===== src/pkg/fcu_consts.vh =====
// constants for the fault collection and error output block
`ifndef FCU_CONSTS_VH
`define FCU_CONSTS_VH
`define FCU_NSRC          128
`define FCU_CLK_MHZ       20
`define FCU_HOLD_BASE_US  250
`define FCU_EXT_MAX_US    10000
`define FCU_PERIOD_MIN_US 128
`define FCU_FAST_MAX_US   64
`define FCU_HOLD_BASE_CYC (`FCU_HOLD_BASE_US * `FCU_CLK_MHZ)
`define FCU_US_CYC        `FCU_CLK_MHZ
`define FCU_OFS_CTRL      12'h000
`define FCU_OFS_SWPIN     12'h004
`define FCU_OFS_STATE     12'h008
`define FCU_OFS_HOLDEXT   12'h00C
`define FCU_OFS_PERIOD    12'h010
`define FCU_OFS_STAT0     12'h020
`define FCU_OFS_REACT0    12'h040
`define FCU_OFS_REACT_END 12'h240
`define FCU_CTRL_RST      32'h0000_0000
`define FCU_PERIOD_RST    16'h0080
`define FCU_PROTO_DUAL    2'h0
`define FCU_PROTO_TSW     2'h1
`define FCU_PROTO_BIST    2'h2
`define FCU_RX_NONE       3'h0
`define FCU_RX_IRQ        3'h1
`define FCU_RX_NMI        3'h2
`define FCU_RX_RESET      3'h3
`define FCU_RX_PIN        3'h4
`define FCU_ST_NORMAL     2'h0
`define FCU_ST_ALARM      2'h1
`define FCU_ST_FAULT      2'h2
`endif


===== src/design/fcu_pinproto.v =====
// error output pin protocol generator
`timescale 1ns/100ps
`include "fcu_consts.vh"
module fcu_pinproto (
  // clock and reset
  input  wire        aclk,
  input  wire        aresetn,
  // control
  input  wire [1:0]  proto,
  input  wire        fast,
  input  wire        polarity,
  input  wire        pin_select,
  input  wire        fail_ind,
  input  wire [15:0] period_us,
  // pins
  output reg         pin_a,
  output reg         pin_b
);
  reg [15:0] us_cnt_q;
  reg [4:0]  pre_q;
  reg        phase_q;
  wire [15:0] half = (fast ? 16'h0040 : period_us) >> 1;
  always @(posedge aclk) begin
    if (!aresetn) begin
      pre_q    <= 5'h0;
      us_cnt_q <= 16'h0;
      phase_q  <= 1'b0;
      pin_a    <= 1'b0;
      pin_b    <= 1'b0;
    end else begin
      pre_q <= (pre_q == `FCU_US_CYC - 1) ? 5'h0 : pre_q + 5'h1;
      if (pre_q == `FCU_US_CYC - 1) begin
        if (us_cnt_q + 16'h1 >= half) begin
          us_cnt_q <= 16'h0;
          phase_q  <= ~phase_q;
        end else begin
          us_cnt_q <= us_cnt_q + 16'h1;
        end
      end
      if (fail_ind) begin
        pin_a <= polarity;
        pin_b <= polarity;
      end else begin
        case (proto)
          `FCU_PROTO_DUAL: begin
            pin_a <= phase_q;
            pin_b <= ~phase_q;
          end
          `FCU_PROTO_TSW: begin
            pin_a <= ~phase_q;
            pin_b <= phase_q;
          end
          default: begin
            pin_a <= ~pin_select;
            pin_b <= pin_select;
          end
        endcase
      end
    end
  end
endmodule


===== src/design/fcu_sync.v =====
// two-stage synchroniser for the fault source inputs
`timescale 1ns/100ps
module fcu_sync #(
  parameter W = 128
) (
  // clock and reset
  input  wire         aclk,
  input  wire         aresetn,
  // data
  input  wire [W-1:0] d,
  output reg  [W-1:0] q
);
  reg [W-1:0] meta_q;
  always @(posedge aclk) begin
    if (!aresetn) begin
      meta_q <= {W{1'b0}};
      q      <= {W{1'b0}};
    end else begin
      meta_q <= d;
      q      <= meta_q;
    end
  end
endmodule


===== src/design/fcu_top.v =====
// fault collection unit with error output signalling and AXI4-Lite registers
// Contract
// - two error output pins indicate internal failure externally.
// - pins driven by hardware protocol or software, never both.
// - selectable dual rail, time switching or bi-stable protocols.
// - software pin values apply only in normal or alarm state.
// - fault state forces both pins equal per polarity; writes ignored.
// - recovery returns unit to normal and restores software control.
// - readable error flag; software writes 1 fault, 0 operational.
// - after start-up reset pins indicate failure until software request.
// - operational indication keeps at least one pin high.
// - bi-stable: config bit selects which pin is high when operational.
// - fault processing completes within ten oscillator cycles.
// - dual rail and time switching fast mode show fault within 64 us.
// - bi-stable shows fault on pins within 64 us.
// - failure indication held 250 us plus programmable extension.
// - bi-stable extension programmable up to 10 ms.
// - new failure during hold restarts the hold timer.
// - each source has its own reaction: irq, nmi, reset, pin, none.
// - optionally disable communication transmit on entering fault.
// - per-source status flags in four status registers.
// - functional reset does not clear state or status flags.
`timescale 1ns/100ps
`include "fcu_consts.vh"
module fcu_top (
  // clock and start-up reset
  input  wire        aclk,
  input  wire        aresetn,
  // axi4-lite write address
  input  wire        s_axi_awvalid,
  output reg         s_axi_awready,
  input  wire [11:0] s_axi_awaddr,
  // axi4-lite write data
  input  wire        s_axi_wvalid,
  output reg         s_axi_wready,
  input  wire [31:0] s_axi_wdata,
  input  wire [3:0]  s_axi_wstrb,
  // axi4-lite write response
  output reg         s_axi_bvalid,
  input  wire        s_axi_bready,
  output reg  [1:0]  s_axi_bresp,
  // axi4-lite read address
  input  wire        s_axi_arvalid,
  output reg         s_axi_arready,
  input  wire [11:0] s_axi_araddr,
  // axi4-lite read data
  output reg         s_axi_rvalid,
  input  wire        s_axi_rready,
  output reg  [31:0] s_axi_rdata,
  output reg  [1:0]  s_axi_rresp,
  // fault sources
  input  wire [127:0] fault_in,
  // reactions
  output reg         irq_out,
  output reg         nmi_out,
  output reg         reset_req,
  output reg         comm_tx_disable,
  // error output pins
  output reg         error_out_pin_a,
  output reg         error_out_pin_b
);
  // synchronised sources
  wire [127:0] flt_s;
  fcu_sync #(.W(`FCU_NSRC)) u_sync (
    .aclk    (aclk),
    .aresetn (aresetn),
    .d       (fault_in),
    .q       (flt_s)
  );

  // registers
  reg [31:0]  ctrl_q;
  reg [1:0]   swpin_q;
  reg         err_flag_q;
  reg [15:0]  hold_ext_q;
  reg [15:0]  period_q;
  reg [127:0] status_q;
  reg [127:0] flt_d1_q;
  reg [2:0]   react_q [0:127];
  reg [1:0]   state_q;
  reg [31:0]  hold_cnt_q;
  // ctrl fields
  wire [1:0] proto     = ctrl_q[1:0];
  wire       fast      = ctrl_q[2];
  wire       polarity  = ctrl_q[3];
  wire       pin_sel   = ctrl_q[4]; // operational_pin_select
  wire       sw_mode   = ctrl_q[5];
  wire       txdis_en  = ctrl_q[6];
  wire       recover   = ctrl_q[7];

  function [3:0] strb_mask;
    input [31:0] old_v;
    input [31:0] new_v;
    input [3:0]  s;
    integer i;
    begin
      strb_mask = 4'h0;
      for (i = 0; i < 4; i = i + 1)
        strb_mask[i] = s[i] & (old_v[8*i +: 8] != new_v[8*i +: 8]);
    end
  endfunction

  function [31:0] merge;
    input [31:0] old_v;
    input [31:0] new_v;
    input [3:0]  s;
    integer i;
    begin
      merge = old_v;
      for (i = 0; i < 4; i = i + 1)
        if (s[i])
          merge[8*i +: 8] = new_v[8*i +: 8];
    end
  endfunction

  // status register window, aligned words only
  function is_stat;
    input [11:0] a;
    begin
      is_stat = (a[11:4] == (`FCU_OFS_STAT0 >> 4)) && (a[1:0] == 2'h0);
    end
  endfunction

  // reaction register window, aligned words only
  function is_react;
    input [11:0] a;
    begin
      is_react = (a >= `FCU_OFS_REACT0) && (a < `FCU_OFS_REACT_END) && (a[1:0] == 2'h0);
    end
  endfunction

  // source index of a reaction register, first word is index 0
  function [6:0] react_index;
    input [11:0] a;
    begin
      react_index = a[8:2] - 7'h10;
    end
  endfunction

  // any register that answers with okay
  function is_mapped;
    input [11:0] a;
    begin
      is_mapped = (a == `FCU_OFS_CTRL) || (a == `FCU_OFS_SWPIN) || (a == `FCU_OFS_STATE) ||
                  (a == `FCU_OFS_HOLDEXT) || (a == `FCU_OFS_PERIOD) || is_stat(a) || is_react(a);
    end
  endfunction

  // write channel capture
  reg        aw_got_q;
  reg        w_got_q;
  reg [11:0] aw_addr_q;
  reg [31:0] w_data_q;
  reg [3:0]  w_strb_q;
  wire       wr_go = aw_got_q & w_got_q & ~s_axi_bvalid;
  wire [6:0] wsrc  = aw_addr_q[8:2];
  wire       wr_react  = wr_go && is_react(aw_addr_q);
  wire       wr_stat   = wr_go && is_stat(aw_addr_q);
  wire [6:0] react_idx = react_index(aw_addr_q);

  always @(posedge aclk) begin
    if (!aresetn) begin
      s_axi_awready <= 1'b0;
      s_axi_wready  <= 1'b0;
      s_axi_bvalid  <= 1'b0;
      s_axi_bresp   <= 2'h0;
      aw_got_q      <= 1'b0;
      w_got_q       <= 1'b0;
      aw_addr_q     <= 12'h0;
      w_data_q      <= 32'h0;
      w_strb_q      <= 4'h0;
    end else begin
      s_axi_awready <= ~aw_got_q & ~s_axi_awready & s_axi_awvalid;
      s_axi_wready  <= ~w_got_q & ~s_axi_wready & s_axi_wvalid;
      if (s_axi_awvalid & s_axi_awready) begin
        aw_got_q  <= 1'b1;
        aw_addr_q <= s_axi_awaddr;
      end
      if (s_axi_wvalid & s_axi_wready) begin
        w_got_q  <= 1'b1;
        w_data_q <= s_axi_wdata;
        w_strb_q <= s_axi_wstrb;
      end
      if (wr_go) begin
        s_axi_bvalid <= 1'b1;
        s_axi_bresp  <= is_mapped(aw_addr_q) ? 2'h0 : 2'h2;
        aw_got_q     <= 1'b0;
        w_got_q      <= 1'b0;
      end else if (s_axi_bvalid & s_axi_bready) begin
        s_axi_bvalid <= 1'b0;
      end
    end
  end

  // reaction decode
  reg  [127:0] new_ev;
  reg          ev_pin;
  reg          ev_irq;
  reg          ev_nmi;
  reg          ev_rst;
  integer k;
  always @* begin
    new_ev = flt_s & ~flt_d1_q;
    ev_pin = 1'b0;
    ev_irq = 1'b0;
    ev_nmi = 1'b0;
    ev_rst = 1'b0;
    for (k = 0; k < `FCU_NSRC; k = k + 1) begin
      if (new_ev[k]) begin
        case (react_q[k])
          `FCU_RX_IRQ:   ev_irq = 1'b1;
          `FCU_RX_NMI:   ev_nmi = 1'b1;
          `FCU_RX_RESET: ev_rst = 1'b1;
          `FCU_RX_PIN:   ev_pin = 1'b1;
          default:       ev_pin = ev_pin;
        endcase
      end
    end
  end

  wire        sw_fail  = wr_go && aw_addr_q == `FCU_OFS_STATE && w_strb_q[0] && w_data_q[0];
  wire        sw_clear = wr_go && aw_addr_q == `FCU_OFS_STATE && w_strb_q[0] && !w_data_q[0];
  wire        fail_ev  = ev_pin | sw_fail;
  wire [31:0] hold_tgt = `FCU_HOLD_BASE_CYC + hold_ext_q * `FCU_US_CYC;
  wire        hold_done = hold_cnt_q >= hold_tgt;

  // state, status and config
  integer j;
  always @(posedge aclk) begin
    if (!aresetn) begin
      ctrl_q     <= `FCU_CTRL_RST;
      swpin_q    <= 2'h3;
      err_flag_q <= 1'b1;
      hold_ext_q <= 16'h0;
      period_q   <= `FCU_PERIOD_RST;
      status_q   <= 128'h0;
      flt_d1_q   <= 128'h0;
      state_q    <= `FCU_ST_FAULT;
      hold_cnt_q <= 32'h0;
      for (j = 0; j < `FCU_NSRC; j = j + 1)
        react_q[j] <= `FCU_RX_PIN;
    end else begin
      flt_d1_q <= flt_s;
      if (wr_go) begin
        case (aw_addr_q)
          `FCU_OFS_CTRL:    ctrl_q  <= merge(ctrl_q, w_data_q, w_strb_q);
          `FCU_OFS_SWPIN:   swpin_q <= w_strb_q[0] ? w_data_q[1:0] : swpin_q;
          `FCU_OFS_HOLDEXT: hold_ext_q <= (w_data_q[15:0] > `FCU_EXT_MAX_US) ? 16'd10000 : w_data_q[15:0];
          `FCU_OFS_PERIOD:  period_q <= (w_data_q[15:0] < `FCU_PERIOD_MIN_US) ? 16'd128 : w_data_q[15:0];
          default:          ctrl_q <= ctrl_q;
        endcase
        if (wr_react)
          react_q[react_idx] <= w_data_q[2:0];
      end
      // status: write one to clear, new event wins
      for (j = 0; j < `FCU_NSRC; j = j + 1)
        status_q[j] <= new_ev[j] | (status_q[j] & ~(wr_stat && wsrc[1:0] == j / 32 && w_data_q[j % 32]));
      if (fail_ev) begin
        err_flag_q <= 1'b1;
        state_q    <= `FCU_ST_FAULT;
        hold_cnt_q <= 32'h0;
      end else begin
        if (!hold_done)
          hold_cnt_q <= hold_cnt_q + 32'h1;
        if (sw_clear)
          err_flag_q <= 1'b0;
        if (state_q == `FCU_ST_FAULT && !err_flag_q && hold_done)
          state_q <= `FCU_ST_NORMAL;
        else if (state_q != `FCU_ST_FAULT)
          state_q <= (ev_irq | ev_nmi) ? `FCU_ST_ALARM : (recover ? `FCU_ST_NORMAL : state_q);
      end
    end
  end

  // protocol generator
  wire hw_a;
  wire hw_b;
  wire fault_now = (state_q == `FCU_ST_FAULT);
  fcu_pinproto u_proto (
    .aclk       (aclk),
    .aresetn    (aresetn),
    .proto      (proto),
    .fast       (fast),
    .polarity   (polarity),
    .pin_select (pin_sel),
    .fail_ind   (fault_now),
    .period_us  (period_q),
    .pin_a      (hw_a),
    .pin_b      (hw_b)
  );

  // pin and reaction outputs
  always @(posedge aclk) begin
    if (!aresetn) begin
      error_out_pin_a <= 1'b0;
      error_out_pin_b <= 1'b0;
      irq_out         <= 1'b0;
      nmi_out         <= 1'b0;
      reset_req       <= 1'b0;
      comm_tx_disable <= 1'b0;
    end else begin
      if (sw_mode && !fault_now) begin
        error_out_pin_a <= swpin_q[0];
        error_out_pin_b <= swpin_q[1] | ~swpin_q[0];
      end else begin
        error_out_pin_a <= hw_a;
        error_out_pin_b <= hw_b;
      end
      irq_out         <= ev_irq;
      nmi_out         <= ev_nmi;
      reset_req       <= ev_rst;
      comm_tx_disable <= txdis_en & fault_now;
    end
  end

  // read channel
  always @(posedge aclk) begin
    if (!aresetn) begin
      s_axi_arready <= 1'b0;
      s_axi_rvalid  <= 1'b0;
      s_axi_rdata   <= 32'h0;
      s_axi_rresp   <= 2'h0;
    end else begin
      s_axi_arready <= ~s_axi_arready & ~s_axi_rvalid & s_axi_arvalid;
      if (s_axi_arvalid & s_axi_arready) begin
        s_axi_rvalid <= 1'b1;
        s_axi_rresp  <= 2'h0;
        case (s_axi_araddr)
          `FCU_OFS_CTRL:    s_axi_rdata <= ctrl_q;
          `FCU_OFS_SWPIN:   s_axi_rdata <= {30'h0, swpin_q};
          `FCU_OFS_STATE:   s_axi_rdata <= {27'h0, hold_done, state_q, 1'b0, err_flag_q};
          `FCU_OFS_HOLDEXT: s_axi_rdata <= {16'h0, hold_ext_q};
          `FCU_OFS_PERIOD:  s_axi_rdata <= {16'h0, period_q};
          default: begin
            if (is_stat(s_axi_araddr)) begin
              s_axi_rdata <= status_q[32*s_axi_araddr[3:2] +: 32];
            end else if (is_react(s_axi_araddr)) begin
              s_axi_rdata <= {29'h0, react_q[react_index(s_axi_araddr)]};
            end else begin
              s_axi_rdata <= 32'h0;
              s_axi_rresp <= 2'h2;
            end
          end
        endcase
      end else if (s_axi_rvalid & s_axi_rready) begin
        s_axi_rvalid <= 1'b0;
      end
    end
  end
endmodule


===== config.mk =====
export PLATFORM = sky130hd
export DESIGN_NAME = fcu_top
export DESIGN_NICKNAME = d
export VERILOG_FILES = /design/src/design/fcu_pinproto.v /design/src/design/fcu_sync.v /design/src/design/fcu_top.v
export VERILOG_INCLUDE_DIRS = /design/src /design/src/pkg
export SDC_FILE = /design/constraint.sdc
export NUM_CORES = 2
export LEC_CHECK = 0
export ABC_AREA = 1
export BUFFER_PORTS_ARGS = -buffer_cell sky130_fd_sc_hd__clkbuf_2
export CAP_MARGIN = 20
export CORE_MARGIN = 8
export CORE_UTILIZATION = 35
export CTS_CLUSTER_SIZE = 20
export DETAILED_ROUTE_END_ITERATION = 8
export GPL_TIMING_DRIVEN = 0
export SYNTH_ARGS = -nofsm -noshare
export SYNTH_HDL_FRONTEND = slang
export SYNTH_SLANG_ARGS = --single-unit

===== constraint.sdc =====
create_clock -name aclk -period 5.1 [get_ports aclk]
set_input_delay 0.255 -clock aclk [delete_from_list [all_inputs] [get_ports aclk]]
set_output_delay 0.255 -clock aclk [all_outputs]
set_load 0.02 [all_outputs]

# After elaboration in Yosys (flattened, before gate mapping)
# Memory sizes are Yosys's and may differ from the RTL's.
# Cells that the tools add are included.
[word_totals]
input_bits = 195
ff_bits = 734
n_memories = 1
latchBits = 0
wordCells = 2239
romBits = 0
ram_bits = 384
[mem_list]
columns = ["name", "words", "width", "rd", "rd_ports_with_merged_regs", "wr", "line_no", "source"]
rows = [
  ["react_q", 128, 3, 129, 0, 128, "fcu_top.v:79", "reg [2:0] react_q [0:127];"],
]
[op_classes]
div_mod_pow = 0
n_eq_ne = 529
n_mux = 1057
bitwise = 414
n_shift = 1
add_sub_neg = 6
n_reduce_logical = 183
order_cmp = 8
mul = 1
[ops]
columns = ["cell", "count"]
rows = [
  ["1-bit two-way mux", 1038],
  ["3-bit by 2-bit equality test with 1-bit output, second input constant", 256],
  ["3-bit by 1-bit equality test with 1-bit output, second input constant", 128],
  ["3-bit equality test, second input constant", 128],
  ["32-bit case mux with 5 select lines", 1],
  ["1-bit logical AND", 147],
  ["1-bit AND", 142],
  ["1-bit inverter", 139],
  ["1-bit OR", 131],
  ["128-bit AND", 1],
  ["128-bit inverter", 1],
  ["128-bit by 8-bit indexed part select with 32-bit output", 1],
  ["16-bit two-way mux", 4],
  ["12-bit by 4-bit equality test with 1-bit output, second input constant", 4],
  ["32-bit by 1-bit adder with 32-bit output, second input constant", 1],
  ["32-bit by 22-bit >= comparator with 1-bit output", 1],
  ["32-bit two-way mux", 1],
  ["12-bit by 3-bit equality test with 1-bit output, second input constant", 2],
  ["12-bit by 5-bit equality test with 1-bit output, second input constant", 2],
  ["12-bit by 7-bit >= comparator with 1-bit output, second input constant", 2],
  ["12-bit logical NOT", 2],
  ["12-bit by 10-bit less-than comparator with 1-bit output, second input constant", 2],
  ["13-bit by 21-bit adder with 22-bit output, first input constant", 1],
  ["16-bit by 3-bit multiplier with 19-bit output, second input constant", 1],
  ["25 further kinds", 63],
]

# Longest topological paths before layout
# An unclocked memory read counts as a cell.
[logic_depth]
depth_word = 262
ltp_mapped = 29
ltp_nobuf = 29

# By module
# Synthesis repeated with hierarchy kept, for this count alone.
[hier_totals]
hier_cells = 7248
hier_area_um2 = 54043.1
[by_module_without_submodules]
columns = ["mod", "seq_area_each_um2", "area_per_inst_um2", "cells_each", "instances"]
rows = [
  ["fcu_top", 20579.7, 45158.3, 6228, 1],
  ["fcu_sync", 5124.9, 7236.9, 796, 1],
  ["fcu_pinproto", 480.5, 1647.8, 224, 1],
]

# Worst setup path before layout
# OpenSTA, ideal clock, no wires.
[synth_timing]
kind = "flip-flop to flip-flop"
startpoint = "register hold_ext_q[1]"
endpoint = "register hold_cnt_q[21]"
t_arrival_ns = 3.948
setup_time_ns = 0.115
synth_period_minus_slack_ns = 4.063
slack_ns = 1.037
path_stages_with_launch = 26
path_cell_list = "dfxtp_1 ha_1 ha_1 inv_1 fa_1 nand3b_1 nand2_1 nand2_1 nand2_1 xor2_1 nand2_1 a21oi_2 nand2_1 xnor2_1 ha_1 nand2_1 inv_1 o21ai_0 a21oi_1 nor3_1 nand3_1 buf_2 nor3b_1 nand3_1 nand2_1 nor2_1"
[synth_between]
elab_chain_len = 3
[synth_lines]
columns = ["element", "line_no", "source"]
rows = [
  ["start, declared", "fcu_top.v:75", "reg [15:0] hold_ext_q;"],
  ["start signal, assigned", "fcu_top.v:248", "`FCU_OFS_HOLDEXT: hold_ext_q <= (w_data_q[15:0] > `FCU_EXT_MAX_US) ? 16'd10000 : w_data_q[15:0];"],
  ["16-bit by 3-bit multiplier with 19-bit output (no source line)", "--", ""],
  ["13-bit by 21-bit adder with 22-bit output (no source line)", "--", ""],
  ["32-bit by 22-bit >= comparator with 1-bit output", "fcu_top.v:225", "wire hold_done = hold_cnt_q >= hold_tgt;"],
  ["end signal, assigned", "fcu_top.v:264", "hold_cnt_q <= hold_cnt_q + 32'h1;"],
  ["end, declared", "fcu_top.v:81", "reg [31:0] hold_cnt_q;"],
]
# No other way between the ends.
# A chain may end at the register's enable or synchronous reset.

# Final worst setup path
# Ends and elaborated chain as after synthesis.

==> impl_results.md <==
* Final weighted congestion in routability-driven placement at 1.07
* Maximum fanout along the worst path at 10
* Final-layout worst hold slack at 0.172 ns
* Pin count of the biggest net entering global routing at 17
* Max Cap Violations at 0
* Required @ worst endpoint at 5.78 ns
* Post-synthesis share of cell area spent on xor and xnor gates at 0.00618
* Violation count after the first detailed-routing iteration at 6996
* Initial antenna violation count at 37
* # H-tree levels at 4
* Cell taking the most area after synthesis: sky130_fd_sc_hd__dfxtp_1
* Share of synthesized area occupied by flip-flops and latches at 0.487
* Proportion of synthesized flip-flops having asynchronous set or reset at 0
* Flip-flop and latch count after synthesis at 1116
* Clock slew seen by the registers of the worst setup and hold paths at 0.06 ns
* Most Frequent Cell on Critical Path: sky130_fd_sc_hd__nand2_1
* Top cell type's share of synthesized area at 0.272
* IO Pins at 242
* DRC errors left at 0
* DIE WIDTH at 408 um
* Number of detailed-routing iterations run before antenna repair at 8
* Insertion delay of the later-clocked pin in the worst-skew pair at 0.81 ns
* Complex-gate fraction of the synthesized area at 0.0888
* Arrival @ worst endpoint at 5.39 ns
* Critical Path Slowest Stage Cell: sky130_fd_sc_hd__fa_1
* Hold Crit Class: input pin to register
* Cell depth of the worst hold path at 4
* Fill cell instance count of the final layout at 15849
* Reg2Reg Depth at 26
* Clock tree from TritonCTS: built
* CP Class: register to register
* Mapped cell area at 53800 um^2
* Area share of fa/ha/maj cells after synthesis at 0.0176
* Element type at the critical path start: register
* Detail Placement HPWL at 234000 um
* Result of the run: completed
* Die boundary height at 408 um
* Number of pins with negative max-slew slack in the final report at 0
* Setup slack of the worst register-to-register path at 0.39 ns
* Final critical-path share of the clock period at 0.924
* Reg-to-reg critical path startpoint: hold_ext_q[1]
* Placeable core region at 153000 um^2
* Min cycle time layout at 4.71 ns
* Most used DFF post-synth: sky130_fd_sc_hd__dfxtp_1
* Multiplexer share of the synthesized area at 0
* Clock sink count at 1116
* Global-route wire length before repair at 392000 um
* Post-synth cell types at 58
* Count of port buffers added during placement at 238
* Layout net count at 8067
* Cell Pwr Density at 332 nW/um^2
* Unrepaired setup endpoints after global routing: yes
* Dominant combinational cell family by area after synthesis: simple AND/OR/NAND/NOR gates
* Area of the multi-input gates at 21100 um^2
* Max_slew headroom at 0.113
* Cts bufs inserted at 130
* Overall die area at 167000 um^2
* Main area contributors after synthesis: sky130_fd_sc_hd__dfxtp_1 27%, sky130_fd_sc_hd__edfxtp_1 21%, sky130_fd_sc_hd__nand2_1 11%
* Number of enable-type register cells in the synthesized netlist at 384
* Ratio of cells with drive above 1 in the final layout at 0.0966
* Sum of routed wire length over all layers at 294000 um
* Syn. warnings at 0
* Launching element of the worst setup path: hold_ext_q[1]
* Post-synthesis area per instance at 7.46 um^2
* Final routed wire length divided by cell count at 29.5 um
* Num rows at 144
* Cell with the most instances after synthesis: sky130_fd_sc_hd__nand2_1
* Routed vias at 53381
* # Post-CTS Setup Buffers at 0
* Post-synth top cells: 1520 x sky130_fd_sc_hd__nand2_1, 1397 x sky130_fd_sc_hd__inv_1, 979 x sky130_fd_sc_hd__nor2_1, 732 x sky130_fd_sc_hd__dfxtp_1, 384 x sky130_fd_sc_hd__edfxtp_1
* Final hold violations at 0
* Simple-gate share of the synthesized area at 0.278
* CTS Buffer Depth at 3
* Area taken by flip-flops and latches at 26200 um^2
* Leakage power summed over all cells at 28.8 nW
* Hold wc startpoint: fault_in[45]
* Pwr Total at 0.0214 W
* Antenna viol nets, final at 0
* Maximum cell stage delay along the critical path at 0.45 ns
* Achievable Freq at 212 MHz
* Slew at the pin closest to its max-slew limit at 1.32 ns
* Layout overhead on the synthesized area at 19.6%
* Peak supply drop at 0.328 mV
* Starting density of the core at 0.351
* Instance count of the mapped netlist at 7219
* Per-cell via count in the routed design at 5.36
* Clock Tree Root: sky130_fd_sc_hd__clkbuf_16
* # setup viols final at 0
* Setup crit end kind: register
* Number of global-route vias before repair at 49112
* Global router's overall resource usage at 0.338
* Worst clock skew on the final layout at 0.0315 ns
* Overflow after GRT at 0
## worst max-delay path: cells and delay by family, from the launching register on
| family | cells | cell delay [ns] |
|---|---|---|
| xor gates and xnor gates | 1 | 0.21 |
| DFF | 1 | 0.39 |
| AOI/OAI and AO/OA | 3 | 0.52 |
| and+or+nand+nor | 15 | 1.85 |
| buffers and inverters | 3 | 0.38 |
| adders and majority gates | 4 | 1.24 |
## state kept, by name (all words and copies together) (netlist names), 2 cells and up
register and flops:
flt_d1_q 128, aw_addr_q 12, u_proto.us_cnt_q 16, status_q 128, period_q 16, u_sync.q 128, ctrl_q 32, s_axi_rdata 32
hold_ext_q 16, swpin_q 2, u_proto.pre_q 5, hold_cnt_q 32, react_q 384, u_sync.meta_q 128, w_data_q 32, w_strb_q 4
state_q 2
## placed cells by master, fill, tap and decap left out, types with 16 or more instances in the layout
cell type,synthesis,layout
sky130_fd_sc_hd__o21ai_0,340,340
sky130_fd_sc_hd__buf_8,5,20
sky130_fd_sc_hd__nand2_1,1520,1520
sky130_fd_sc_hd__clkbuf_2,0,259
sky130_fd_sc_hd__nor3_1,75,74
sky130_fd_sc_hd__xor2_1,29,28
sky130_fd_sc_hd__o221ai_1,16,16
sky130_fd_sc_hd__dfxtp_1,732,732
sky130_fd_sc_hd__nand3_1,341,341
sky130_fd_sc_hd__dlygate4sd3_1,0,182
sky130_fd_sc_hd__nor2_4,77,77
sky130_fd_sc_hd__inv_1,1397,1396
sky130_fd_sc_hd__a22oi_1,42,42
sky130_fd_sc_hd__clkbuf_8,0,20
sky130_fd_sc_hd__a21oi_1,344,344
sky130_fd_sc_hd__ha_1,74,74
sky130_fd_sc_hd__clkbuf_1,193,189
sky130_fd_sc_hd__o22ai_1,42,42
sky130_fd_sc_hd__clkinv_2,0,23
sky130_fd_sc_hd__edfxtp_1,384,384
sky130_fd_sc_hd__nand4_1,310,310
sky130_fd_sc_hd__nor4_1,30,28
sky130_fd_sc_hd__nor2_1,979,977
sky130_fd_sc_hd__clkbuf_16,0,141
sky130_fd_sc_hd__buf_2,34,43
sky130_fd_sc_hd__inv_2,74,75
## per-stage QoR
| step | setup WS, ns | cell area (um^2) | TNS (ns) | util | instances |
|---|---|---|---|---|---|
| floorplan | 1.04 | 53800 | 0 | - | 7220 |
| global placement | -0.257 | 57600 | -0.735 | 0.375 | 9502 |
| detailed placement | 0.212 | 58000 | 0 | 0.378 | 9527 |
| CTS | 0.157 | 64300 | 0 | 0.419 | 9950 |
| global route | 0.00164 | 64300 | 0 | 0.419 | 9951 |
| finish | 0.387 | 64300 | 0 | 0.420 | 9964 |
## power by group
part           internal (W)  switching [W]  leakage, nW  total (W)
sequential          0.00947       0.000180         9.51    0.00965
clock               0.00568        0.00408         2.22    0.00976
combinational      0.000481        0.00149         17.1    0.00197
## cells by family (layout without fill, tap and decap cells)
family          count (synthesis)  count (layout)
fa+ha+maj                      75              75
flops                        1116            1116
buf+inv                      1730            2416
other cells                     2              17
simple gates                 3393            3393
compound gates                865             865
xor+xnor                       38              38
## per-layer routing
metal  vias to the layer above  track usage  routed length, um
met1                     25588        0.433             117000
met4                        26        0.224              23900
met5                         -            0                188
li1                      24083            -                  -
met2                      2917        0.508             124000
met3                       767       0.0789              28100
## worst paths after layout
check	endpoint
worst max-delay path	hold_cnt_q[21]
worst min-delay path	u_sync.meta_q[45]
worst max register to register	hold_cnt_q[21]
worst min register to register	u_sync.q[115]
## repair_timing
action                     4_1_cts  5_1_grt
resized for setup                0        7
setup endpoints to repair        0       16
hold buffers                   182        0
hold endpoints to repair       182        0
## cell type report
cell class              instances  share of cell area
flip-flops and latches       1116               0.407
diodes                         14            0.000544
well taps                    2044              0.0397
plain buffers                 255              0.0176
inverters                    1475              0.0860
clock buffers                 179              0.0602
multi-input cells            4374               0.327
repair buffers                445              0.0527
clock inverters                62             0.00908
(Power assumes the default switching activity.)
